File: src/verilog/stage_irq_pkg.sv
// Purpose: Shared constants and carriers for the stage interrupt flag block
// Assumes: Eight conversion stages, 16-bit registers on a word-addressed port
// Notes:   Upper eight bits of every register here read as zero
package stage_irq_pkg;

   // ==========================================================================
   // Sizes
   localparam int NUM_STAGES = 8;
   localparam int REG_W      = 16;
   localparam int ADDR_W     = 10;

   // ==========================================================================
   // Register offsets
   localparam logic [ADDR_W-1:0] LOW_TRIP_EN_OFS  = 10'h005;
   localparam logic [ADDR_W-1:0] HIGH_TRIP_EN_OFS = 10'h006;
   localparam logic [ADDR_W-1:0] DONE_EN_OFS      = 10'h007;
   localparam logic [ADDR_W-1:0] LOW_FLAGS_OFS    = 10'h008;
   localparam logic [ADDR_W-1:0] HIGH_FLAGS_OFS   = 10'h009;
   localparam logic [ADDR_W-1:0] DONE_FLAGS_OFS   = 10'h00A;

   // ==========================================================================
   // Reset values
   localparam logic [NUM_STAGES-1:0] ENABLE_RST = 8'h00;
   localparam logic [NUM_STAGES-1:0] FLAGS_RST  = 8'h00;
   localparam logic [REG_W-1:0]      RDATA_RST  = 16'h0000;

   // ==========================================================================
   // Carriers
   typedef struct packed {
      logic [ADDR_W-1:0] addr;
      logic              wr;
      logic              rd;
      logic [REG_W-1:0]  wdata;
   } reg_req_t;

   typedef struct packed {
      logic [NUM_STAGES-1:0] stageDone;
      logic [NUM_STAGES-1:0] lowTrip;
      logic [NUM_STAGES-1:0] highTrip;
   } stage_evt_t;

endpackage

File: src/verilog/stage_interrupt_flags.sv
// Purpose: Per-stage enable and flag registers driving the active-low interrupt
// Assumes: Register port is the serial interface's internal word access
// Notes:   Flags clear on readback unless their limit condition still holds
`timescale 1ns/100ps
`default_nettype none

module stage_interrupt_flags (
   input  wire logic                               clk_sys,
   input  wire logic                               rst,
   input  wire stage_irq_pkg::reg_req_t            regReq,
   input  wire stage_irq_pkg::stage_evt_t          stageEvt,
   output logic [stage_irq_pkg::REG_W-1:0]         rdData,
   output logic                                    rdValid,
   output logic                                    irqN
);

   // =========================================================================
   // Address decode
   function automatic logic hitReg(input logic [stage_irq_pkg::ADDR_W-1:0] a,
                                   input logic [stage_irq_pkg::ADDR_W-1:0] ofs);
      hitReg = (a == ofs);
   endfunction

   logic [stage_irq_pkg::NUM_STAGES-1:0] lowEnReg;
   logic [stage_irq_pkg::NUM_STAGES-1:0] highEnReg;
   logic [stage_irq_pkg::NUM_STAGES-1:0] doneEnReg;
   logic [stage_irq_pkg::NUM_STAGES-1:0] lowFlagReg;
   logic [stage_irq_pkg::NUM_STAGES-1:0] highFlagReg;
   logic [stage_irq_pkg::NUM_STAGES-1:0] doneFlagReg;
   logic [stage_irq_pkg::NUM_STAGES-1:0] lowFlagNext;
   logic [stage_irq_pkg::NUM_STAGES-1:0] highFlagNext;
   logic [stage_irq_pkg::NUM_STAGES-1:0] doneFlagNext;
   logic [stage_irq_pkg::REG_W-1:0]      rdData_next;
   logic [stage_irq_pkg::NUM_STAGES-1:0] rdSel;
   logic                                 irqN_next;
   logic [stage_irq_pkg::NUM_STAGES-1:0] lowEn_next;
   logic [stage_irq_pkg::NUM_STAGES-1:0] highEn_next;
   logic [stage_irq_pkg::NUM_STAGES-1:0] doneEn_next;
   logic [stage_irq_pkg::NUM_STAGES-1:0] srcHit;

   wire wrLowEn   = regReq.wr && hitReg(regReq.addr, stage_irq_pkg::LOW_TRIP_EN_OFS);
   wire wrHighEn  = regReq.wr && hitReg(regReq.addr, stage_irq_pkg::HIGH_TRIP_EN_OFS);
   wire wrDoneEn  = regReq.wr && hitReg(regReq.addr, stage_irq_pkg::DONE_EN_OFS);
   wire rdLowEn   = regReq.rd && hitReg(regReq.addr, stage_irq_pkg::LOW_TRIP_EN_OFS);
   wire rdHighEn  = regReq.rd && hitReg(regReq.addr, stage_irq_pkg::HIGH_TRIP_EN_OFS);
   wire rdDoneEn  = regReq.rd && hitReg(regReq.addr, stage_irq_pkg::DONE_EN_OFS);
   wire rdLowFl   = regReq.rd && hitReg(regReq.addr, stage_irq_pkg::LOW_FLAGS_OFS);
   wire rdHighFl  = regReq.rd && hitReg(regReq.addr, stage_irq_pkg::HIGH_FLAGS_OFS);
   wire rdDoneFl  = regReq.rd && hitReg(regReq.addr, stage_irq_pkg::DONE_FLAGS_OFS);

   // =========================================================================
   // Flag update: a set in the clearing cycle wins over the readback clear
   assign lowFlagNext  = (rdLowFl  ? '0 : lowFlagReg)  | stageEvt.lowTrip;
   assign highFlagNext = (rdHighFl ? '0 : highFlagReg) | stageEvt.highTrip;
   assign doneFlagNext = (rdDoneFl ? '0 : doneFlagReg) | stageEvt.stageDone;

   // =========================================================================
   // Enable next values; a new mask reaches the pin with the register itself
   assign lowEn_next  = wrLowEn  ? regReq.wdata[7:0] : lowEnReg;
   assign highEn_next = wrHighEn ? regReq.wdata[7:0] : highEnReg;
   assign doneEn_next = wrDoneEn ? regReq.wdata[7:0] : doneEnReg;

   // =========================================================================
   // Interrupt from next flags and masks, so the pin never lags a mask write
   for (genvar s = 0; s < stage_irq_pkg::NUM_STAGES; s++) begin : gen_src
      assign srcHit[s] = (doneFlagNext[s] & doneEn_next[s])
                       | (lowFlagNext[s] & lowEn_next[s])
                       | (highFlagNext[s] & highEn_next[s]);
   end
   assign irqN_next = ~(|srcHit);

   // =========================================================================
   // Read mux; unmapped addresses read zero
   assign rdSel = ({stage_irq_pkg::NUM_STAGES{rdLowEn}}  & lowEnReg)
                | ({stage_irq_pkg::NUM_STAGES{rdHighEn}} & highEnReg)
                | ({stage_irq_pkg::NUM_STAGES{rdDoneEn}} & doneEnReg)
                | ({stage_irq_pkg::NUM_STAGES{rdLowFl}}  & lowFlagReg)
                | ({stage_irq_pkg::NUM_STAGES{rdHighFl}} & highFlagReg)
                | ({stage_irq_pkg::NUM_STAGES{rdDoneFl}} & doneFlagReg);
   assign rdData_next = {8'h00, rdSel};

   // =========================================================================
   // Enable registers; upper write bits dropped, so stray ones do no harm
   always_ff @(posedge clk_sys or posedge rst) begin
      if (rst) begin
         lowEnReg  <= stage_irq_pkg::ENABLE_RST;
         highEnReg <= stage_irq_pkg::ENABLE_RST;
         doneEnReg <= stage_irq_pkg::ENABLE_RST;
      end else begin
         lowEnReg  <= lowEn_next;
         highEnReg <= highEn_next;
         doneEnReg <= doneEn_next;
      end
   end

   // =========================================================================
   // Flags, read data and interrupt pin
   always_ff @(posedge clk_sys or posedge rst) begin
      if (rst) begin
         lowFlagReg  <= stage_irq_pkg::FLAGS_RST;
         highFlagReg <= stage_irq_pkg::FLAGS_RST;
         doneFlagReg <= stage_irq_pkg::FLAGS_RST;
         rdData      <= stage_irq_pkg::RDATA_RST;
         rdValid     <= 1'b0;
         irqN        <= 1'b1;
      end else begin
         lowFlagReg  <= lowFlagNext;
         highFlagReg <= highFlagNext;
         doneFlagReg <= doneFlagNext;
         rdValid     <= regReq.rd;
         if (regReq.rd) rdData <= rdData_next;
         irqN        <= irqN_next;
      end
   end
endmodule

`default_nettype wire

File: config.mk
export PLATFORM = sky130hd
export DESIGN_NAME = stage_interrupt_flags
export DESIGN_NICKNAME = d
export VERILOG_FILES = /design/src/verilog/stage_irq_pkg.sv /design/src/verilog/stage_interrupt_flags.sv
export SDC_FILE = /design/constraint.sdc
export NUM_CORES = 1
export LEC_CHECK = 0
export ABC_CLOCK_PERIOD_IN_PS = 2000
export BUFFER_PORTS_ARGS = -buffer_cell sky130_fd_sc_hd__buf_2
export CORE_MARGIN = 1.5
export CORE_UTILIZATION = 25
export CTS_CLUSTER_SIZE = 12
export DETAILED_ROUTE_END_ITERATION = 10
export RECOVER_POWER = 50
export SLEW_MARGIN = 20
export SYNTH_ARGS = -nofsm -noshare
export SYNTH_HDL_FRONTEND = slang
export SYNTH_SLANG_ARGS = --single-unit
File: constraint.sdc
create_clock -name clk_sys -period 2 [get_ports clk_sys]
set_input_delay 0.4 -clock clk_sys [delete_from_list [all_inputs] [get_ports clk_sys]]
set_output_delay 0.4 -clock clk_sys [all_outputs]
set_load 0.01 [all_outputs]
==> results.toml, run 1 <==
[clocking]
h-tree-depth = 3
cts.sinks = 58
clkSlewWorstSetupHoldPaths_ps = 70
cts_buffers = 9
holdBufCountCts = 0
clock_latency_ps = 340
max-clock-path-buffers = 2
cts_tree = "yes"
ctsRootBufferMaster = "clkbuf_8"

[drt]
routedWlPerCell_um = 16.95
drt_iter0_markers = 102
maxUsedRoutingLayer = "met4"
vias = 2077
via_per_inst = 4.626
dr_wl_met3_um = 377
met2_length_um = 3526
antenna_left = 0
routed_wl_um = 7609
drt-met1-wl_um = 3649
drc = 0
dr.pass1.iters = 4

[timing]
fin_ws_ps = 52.01
fin_crit_ps = 1948
rsz0062_at_grt = "false"
drv_slew = 0
worst_slew_pin_slew_ps = 942.0
max_freq_ghz = 0.5134
fin_crit_sh_pct = 97.40
finClkSkew_ps = 7.185
slew_headroom_pct = 37.20
hold_violations = 0
finalSetupViolations = 0

[logic_synthesis]
ys_seq_area_share_pct = 53.65
synth_cells = 215
syn_area_per_cell_um2 = 12.59
synth-seq-cells = 58
netlist_area_mm2 = 0.002708
synth_warnings = 0
synth_cell_types = 38

[placed_design]
io_buffer_count = 55
post-place-ws_ps = -403.1
gp_congestion = 0.8000
dp_hpwl_um = 5800
dp.cells = 431
place_area_mm2 = 0.003367

[setup_path]
path_cells = "buf_2 > nor4_4 > buf_6 > nand4_4 > buf_12 > mux2_4 > a22o_1 > nor4_4 > and4b_1"
cp_max_fo = 7
r2r_slack_ps = 560
r2r-end = "irqN"
r2r_cells = 4
worst_path_most_repeated_cell = "nor4_4"
crit_type = "in -> reg"
cp.arrival_ps = 2230
worstSetupStartpointType = "primary input"
max_stage_delay_ps = 300
crit_required_ps = 2280
slowest_stage = "mux2_4"
path_depth = 9
r2r_start = "doneEnReg[5]"
crit_buf_inv = 3
critPathTopFamily = "simple AND/OR/NAND/NOR gates"
cp-end-kind = "register"

[worst_hold_path]
hold_path_class = "in -> async"

[floorplan]
dieArea_mm2 = 0.01146
start_util_pct = 25.99
io_pins = 72
die_height_um = 107.1
die_w_um = 107.1
placementRows = 37
core_mm2 = 0.01042

[pwr]
p_per_area_mw_per_mm2 = 696.6
p_leak_nw = 1.638
ir_drop_v = 0.0002199

[final_layout]
finalInstanceArea_mm2 = 0.003659
final_cells = 449
areaGrowthSynthToFinish_pct = 35.12
layout-drive-gt1-share_pct = 49.84
num_antenna_cells = 0
final_core_util_pct = 35.12
final_nets = 363

[global_route]
grt_pass1_wl_um = 11870
grt-ovfl-total = 0
grt_pass1_vias = 2241
globalRouteTotalUtil_pct = 14.18
grt_max_degree = 28
antenna_found_initial = 0

[outcome]
status = "complete, no violations"

[flow_run]
drv_cap = 0
report_power, final:
group,total [W],switching (W),internal [W]
logic,0.000223,0.000121,0.000102
clock network,0.00111,0.000442,0.000669
registers,0.00121,0.0000127,0.00120
cell usage after synthesis, drive strengths merged:
master  count  area [um2]
and2b       1       8.760
buf         9       65.06
mux2       31       349.1
a221oi      2       17.52
nor4bb      2       20.02
o22ai       1       6.260
nor3        2       10.01
nand2b      1       6.260
and4bb      1       12.51
nand4       6       50.04
dfstp       1       26.28
nor2       12       45.04
nor3b       2       15.01
and4b       1       10.01
a41oi       7       61.31
a21oi       2       10.01
conb        1       3.750
clkbuf      5       30.02
and3b       1       8.760
nor4        2       27.53
a22oi      18       135.1
nand2       9       33.78
nand3       3       15.01
dfrtp      57        1426
a22o        6       55.05
nor2b       1       6.260
nand4b      1       15.01
mux2i       3       30.03
nor4b       1       8.760
a21o       24       191.4
inv         2       7.510
layer usage:
metal | vias to the layer above | global-route usage (%)
met5 | - | 0
met4 | 0 | 4.571
met1 | 1019 | 19.22
li1 | 993 | -
met2 | 59 | 21.57
met3 | 6 | 4.255
worst reg2reg max path, cell delays in order (launching register included):
cell and delay [ps]:
dfrtp_1 380, mux2_4 270, a22o_1 260, nor4_4 270, and4b_1 210
worst max path at each step:
stage	from	to	slack [ps]
after floorplan	regReq[23]	irqN	-180
after global placement	regReq[23]	irqN	-360
after detailed placement	regReq[23]	irqN	-400
after CTS	regReq[24]	irqN	40
after global routing	regReq[23]	irqN	1
final	regReq[23]	irqN	50
registers in the layout (all words and copies together) (netlist names):
name         cells
doneEnReg        8
doneFlagReg      8
highEnReg        8
highFlagReg      8
irqN             1
lowEnReg         8
lowFlagReg       8
rdData           8
rdValid          1
repair_timing:
action                     4_1_cts  5_1_grt
resized for setup                5       10
setup buffers                    2        1
pin swaps                        2        4
setup endpoints to repair        1        1
cell type report:
cell class	count	area (um2)
repair buffers	90	574.3
well taps	136	170.2
multi-input cells	148	1250
clock buffers	13	168.9
flip-flops and latches	58	1453
clock inverters	2	35.03
inverters	2	7.507
fillers	1051	6758
placed cells by master, fill, tap and decap left out, types with 2 or more instances in the layout:
cell      count
dfrtp_1      57
buf_2        54
mux2_2       30
buf_4        26
a22oi_1      16
a21o_1       15
nor2_1       12
clkbuf_8     12
nand2_1       9
a21o_2        8
conb_1        8
a41oi_1       7
buf_6         5
nand4_1       4
a22o_1        4
nand3_1       3
mux2i_1       3
clkbuf_1      3
nor4_4        2
nor4bb_1      2
a22oi_2       2
inv_1         2
nor3_1        2
a21oi_1       2
buf_12        2
kinds of logic (layout without fill, tap and decap cells):
| group | Yosys count | after routing | synth area share, % |
|---|---|---|---|
| buffers and inverters | 16 | 107 | 3.789 |
| DFF | 58 | 58 | 53.65 |
| other | 1 | 8 | 0.1385 |
| AOI/OAI and AO/OA | 60 | 60 | 17.61 |
| and+or+nand+nor | 46 | 46 | 10.81 |
| muxes | 34 | 34 | 14.00 |
metrics by stage:
step / TNS [ps] / total power, W / hold WS (ps)
after floorplan: -180.2 / 0.001346 / 431.4
after global routing: 0 / 0.002675 / 177.1
final: 0 / 0.002549 / 129.1
after detailed placement: -937.3 / 0.001456 / 403.0
after global placement: -720.4 / 0.001454 / 399.1
after CTS: 0 / 0.002576 / 36.85
No activity file was read; power rests on OpenSTA's default activity.
==> run 2, diff against run 1 <==
--- a/config.mk
+++ b/config.mk
@@ -7,10 +7,13 @@
 export LEC_CHECK = 0
 export ABC_CLOCK_PERIOD_IN_PS = 2000
 export BUFFER_PORTS_ARGS = -buffer_cell sky130_fd_sc_hd__buf_2
+export CELL_PAD_IN_SITES_DETAIL_PLACEMENT = 1
+export CELL_PAD_IN_SITES_GLOBAL_PLACEMENT = 1
 export CORE_MARGIN = 1.5
 export CORE_UTILIZATION = 25
 export CTS_CLUSTER_SIZE = 12
 export DETAILED_ROUTE_END_ITERATION = 10
+export PLACE_DENSITY_LB_ADDON = 0.1
 export RECOVER_POWER = 50
 export SLEW_MARGIN = 20
 export SYNTH_ARGS = -nofsm -noshare
==> run 2 against run 1 <==
  * Final area about the same
  * Critical path depth is 1 higher
  * Largest power group unchanged
  * Non-clock buffer count up 1
  * Critical path type unchanged
  * Die area stayed put
  * Clock skew up 1.4 ps
  * Utilization hardly changed
  * Largest cell class unchanged
  * Routed wire length is 13% higher
  * Sequential share of layout area barely moved
  * Count of clock-buffer cells in the layout up 1
  * Global-route usage grew 1.9 points
==> results.toml, run 2 (same netlist as run 1, synthesis figures left out) <==
[drt]
dr.pass1.iters = 4
drt-met1-wl_um = 4297
maxUsedRoutingLayer = "met4"
dr_wl_met3_um = 335
routed_wl_um = 8583
vias = 2135
met2_length_um = 3845
antenna_left = 0
drc = 0
routedWlPerCell_um = 19.07
via_per_inst = 4.744
drt_iter0_markers = 44

[timing]
fin_crit_ps = 1909
setup_tns_ps = 0
slew_headroom_pct = 1.039
finClkSkew_ps = 8.535
worst_slew_pin_slew_ps = 1484
drv_slew = 0
max_freq_ghz = 0.5239
rsz0062_at_grt = "true"
hold_violations = 0
fin_ws_ps = 91.36
fin_crit_sh_pct = 95.43
finalSetupViolations = 0
holdWs_ps = 256.9

[placed_design]
post-place-ws_ps = -356.8
dp_hpwl_um = 6458
io_buffer_count = 55
dp.cells = 435
gp_congestion = 0.7105

[setup_path]
crit_type = "in -> reg"
worstSetupStartpointType = "primary input"
cp.arrival_ps = 2190
cp-end-kind = "register"
crit_required_ps = 2280
cp_max_fo = 6
crit_path_start = "regReq[23]"
r2r_start = "doneEnReg[6]"

[pwr]
p_per_area_mw_per_mm2 = 721.6
p_leak_nw = 1.631
ir_drop_v = 0.0002506
p_total_w = 0.002639

[global_route]
antenna_found_initial = 0
globalRouteTotalUtil_pct = 16.13
grt_max_degree = 59
grt_pass1_wl_um = 13380
grt-ovfl-total = 0
grt_pass1_vias = 2317

[final_layout]
areaGrowthSynthToFinish_pct = 35.07
num_antenna_cells = 0
final_nets = 364
final_common_cell = "dfrtp_1"
layout-drive-gt1-share_pct = 50.64
final_cell_mix = "dfrtp_1, buf_2, mux2_2, buf_4, a22oi_1"
fillers = 1155
final_cells = 450

[clocking]
cts_buffers = 9
clock_latency_ps = 340
cts_repair_resize_count = 0
max-clock-path-buffers = 2
cts.sinks = 58
cts_tree = "yes"
h-tree-depth = 3
clkSlewWorstSetupHoldPaths_ps = 70
postCtsSetupBuffers = 0
ctsRootBufferMaster = "clkbuf_8"
holdBufCountCts = 0

[floorplan]
core_mm2 = 0.01042
die_height_um = 107.1
placementRows = 37
dieArea_mm2 = 0.01146
die_w_um = 107.1
start_util_pct = 25.99
io_pins = 72

[flow_run]
drv_cap = 0

[outcome]
status = "complete, no violations"

[worst_hold_path]
hold_path_class = "in -> reg"
min_from = "stageEvt[3]"
## run 2: final timing paths
check / cells after the start / slack [ps] / end
max: 10 / 90 / irqN
min: 2 / 260 / highFlagReg[3]
max reg2reg: 4 / 610 / irqN
min reg2reg: 1 / 500 / doneFlagReg[6]
max in group asynchronous: 3 / 540 / doneEnReg[5]
min in group asynchronous: 3 / 560 / doneEnReg[7]
## run 2: metrics by stage
stage / util [%] / instance area (um2)
after floorplan: - / 2739
after global placement: 32.73 / 3410
after detailed placement: 32.73 / 3410
after CTS: 34.87 / 3632
after global routing: 35.11 / 3657
final: 35.11 / 3657
## run 2: power breakdown
group	switching [W]	total, W	internal, W
clock network	0.000466	0.00121	0.000739
registers	0.0000123	0.00121	0.00120
logic	0.000120	0.000221	0.000101
total	0.000598	0.00264	0.00204
## run 2: layout make-up
class | count | area [um2] | area share (%)
sequential | 58 | 1453 | 39.72
inverter | 2 | 7.507 | 0.2053
timing repair buffer | 91 | 583.1 | 15.94
clock inverter | 1 | 30.03 | 0.8211
tap | 136 | 170.2 | 4.653
clock buffer | 14 | 192.7 | 5.269
multi-input combinational | 148 | 1221 | 33.39
## run 2: layer usage
layer | GRT usage [%] | up-vias
li1 | - | 1002
met1 | 23.17 | 1063
met2 | 24.07 | 61
met3 | 3.404 | 9
met4 | 5.143 | 0
met5 | 0 | -
## run 2: worst max-delay path, cell delays in order
cell      delay, ps
buf_2           110
nor4_4          270
buf_6           170
nand4b_2        110
buf_6           160
buf_12          120
mux2_2          270
a22o_2          240
nor4_2          110
and4b_1         210
==> run 3, diff against run 2 <==
--- a/config.mk
+++ b/config.mk
@@ -10,7 +10,7 @@
 export CELL_PAD_IN_SITES_DETAIL_PLACEMENT = 1
 export CELL_PAD_IN_SITES_GLOBAL_PLACEMENT = 1
 export CORE_MARGIN = 1.5
-export CORE_UTILIZATION = 25
+export CORE_UTILIZATION = 41
 export CTS_CLUSTER_SIZE = 12
 export DETAILED_ROUTE_END_ITERATION = 10
 export PLACE_DENSITY_LB_ADDON = 0.1
==> run 3 against run 2 <==
  * The flow now finishes with violations (setup timing)
  * Via count is 4.2% higher
  * Critical path depth is 1 lower
  * Routed wire length is 2.8% lower
  * Worst hold slack better by 0.57 ps
  * Clock power hardly changed
  * Sequential power hardly changed
  * Global-route usage is 8.7 points higher
  * Largest cell class unchanged
  * Total power is 0.55% higher
  * Count of clock-buffer cells in the layout is 3 lower
  * Setup slack worse by 95 ps
  * Maximum frequency is 4.8% lower
  * Critical path type unchanged
==> results.toml, run 3 (same netlist as run 1, synthesis figures left out) <==
[outcome]
status = "finished, violations left"
violations = "setup timing"

[drt]
drt_iter0_markers = 119
routedWlPerCell_um = 20.90
drc = 0
dr.pass1.iters = 4
vias = 2225
via_per_inst = 5.576
routed_wl_um = 8340
antenna_left = 0

[setup_path]
cp-end-kind = "register"
crit_required_ps = 2280
path_cells = "buf_6 > nor4_4 > buf_6 > nand4_4 > buf_12 > mux2_4 > a22o_4 > nor4_4 > and4b_1"
max_stage_delay_ps = 310
worstSetupStartpointType = "primary input"
cp_max_fo = 7
slowest_stage = "mux2_4"
crit_buf_inv = 3
cp.arrival_ps = 2280
critPathTopFamily = "simple AND/OR/NAND/NOR gates"
crit_type = "in -> reg"

[global_route]
antenna_found_initial = 0
globalRouteTotalUtil_pct = 24.83
grt-ovfl-total = 0
grt_max_degree = 59
grt_pass1_vias = 2426
grt_pass1_wl_um = 13150

[final_layout]
final_cells = 399
fillers = 690
num_antenna_cells = 0
final_cell_mix = "dfrtp_1, buf_2, buf_4, mux2_2, a22oi_1"
areaGrowthSynthToFinish_pct = 35.21
final_nets = 371
finalInstanceArea_mm2 = 0.003661
layout-drive-gt1-share_pct = 51.86
final_common_cell = "dfrtp_1"

[floorplan]
placementRows = 29
core_mm2 = 0.006350
die_w_um = 84.27
io_pins = 72
die_height_um = 84.27
start_util_pct = 42.64
dieArea_mm2 = 0.007101

[timing]
fin_crit_sh_pct = 100.2
max_freq_ghz = 0.4990
slew_headroom_pct = 3.303
drv_slew = 0
fin_crit_ps = 2004
worst_slew_pin_slew_ps = 1450
rsz0062_at_grt = "true"
finClkSkew_ps = 6.702
finalSetupViolations = 1
fin_ws_ps = -3.895
hold_violations = 0

[clocking]
h-tree-depth = 3
clock_latency_ps = 340
cts.sinks = 58
cts_buffers = 9
clkSlewWorstSetupHoldPaths_ps = 70
cts_tree = "yes"
holdBufCountCts = 0
ctsRootBufferMaster = "clkbuf_8"
max-clock-path-buffers = 2

[pwr]
ir_drop_v = 0.0005416
p_total_w = 0.002654
switching_share_pct = 23.02
p_sw_w = 0.0006109
p_seq_share_pct = 45.7
p_per_area_mw_per_mm2 = 724.9
p_leak_nw = 1.692
power.share.clock_pct = 45.3
combPwrFrac_pct = 9.0
internal_power_w = 0.002043

[placed_design]
gp_congestion = 0.7793
dp_hpwl_um = 6028
place_area_mm2 = 0.003303
io_buffer_count = 55
dp.cells = 375

[flow_run]
drv_cap = 0

[worst_hold_path]
hold_path_class = "in -> reg"
[run 3: cell types whose count changed in the layout (fill, tap and decap cells not counted), sizes merged]
cell	before	now
clkbuf	17	13
buf	88	96
clkinv	0	2
clkinvlp	0	1
bufinv	1	2
[run 3: cell type report]
cell class	instances	area (um2)	share of cell area (%)
clock buffer	11	141.4	3.862
clock inverter	5	77.57	2.119
inverter	2	7.507	0.2051
multi-input combinational	148	1255	34.28
sequential	58	1453	39.68
tap	77	96.34	2.632
timing repair buffer	98	630.6	17.22
[run 3: what timing repair did]
item	CTS	global route
pin swaps	5	4
gates resized for setup	9	7
endpoints found under the setup margin	1	1
buffers inserted	3	5
[run 3: stage by stage]
step	TNS, ps	util, %	setup WS (ps)	hold WS, ps
CTS	-19.34	56.77	-19.34	115.8
finish	-3.895	57.66	-3.895	257.5
global route	-70.16	57.66	-70.16	245.5
global placement	-432.7	52.02	-361.4	481.1
detailed placement	-697.4	52.02	-532.5	485.4
floorplan	-180.2	-	-180.2	431.4
[run 3: power groups by stage]
stage	registers [W]	logic, W	clock network, W
finish	0.00121	0.000238	0.00120
CTS	0.00121	0.000240	0.00122
floorplan	0.00124	0.000106	0
global route	0.00122	0.000261	0.00127
global placement	0.00123	0.000221	0
detailed placement	0.00124	0.000228	0
[run 3: per-layer routing]
layer / up-vias / GRT usage [%] / wire length, um
met4: 0 / 7.899 / 126
met2: 68 / 40.87 / 4224
met3: 11 / 6.490 / 423
met5: - / 0 / 0
li1: 1014 / - / -
met1: 1132 / 32.18 / 3565
[run 3: worst reg2reg max path, cell delays in order (launching register included)]
cell and delay, ps:
dfrtp_1 380, mux2_4 280, a22o_4 270, nor4_4 270
and4b_1 240
[run 3: worst paths after layout]
| kind | startpoint | end | slack, ps | cells past startpoint |
|---|---|---|---|---|
| setup / recovery | regReq[23] | irqN | -4 | 9 |
| hold / removal | stageEvt[0] | highFlagReg[0] | 260 | 2 |
| setup reg to reg | doneEnReg[6] | irqN | 490 | 4 |
| hold reg to reg | highFlagReg[0] | highFlagReg[0] | 510 | 1 |
| max in group asynchronous | rst | doneEnReg[1] | 580 | 3 |
| min in group asynchronous | rst | highFlagReg[4] | 530 | 3 |
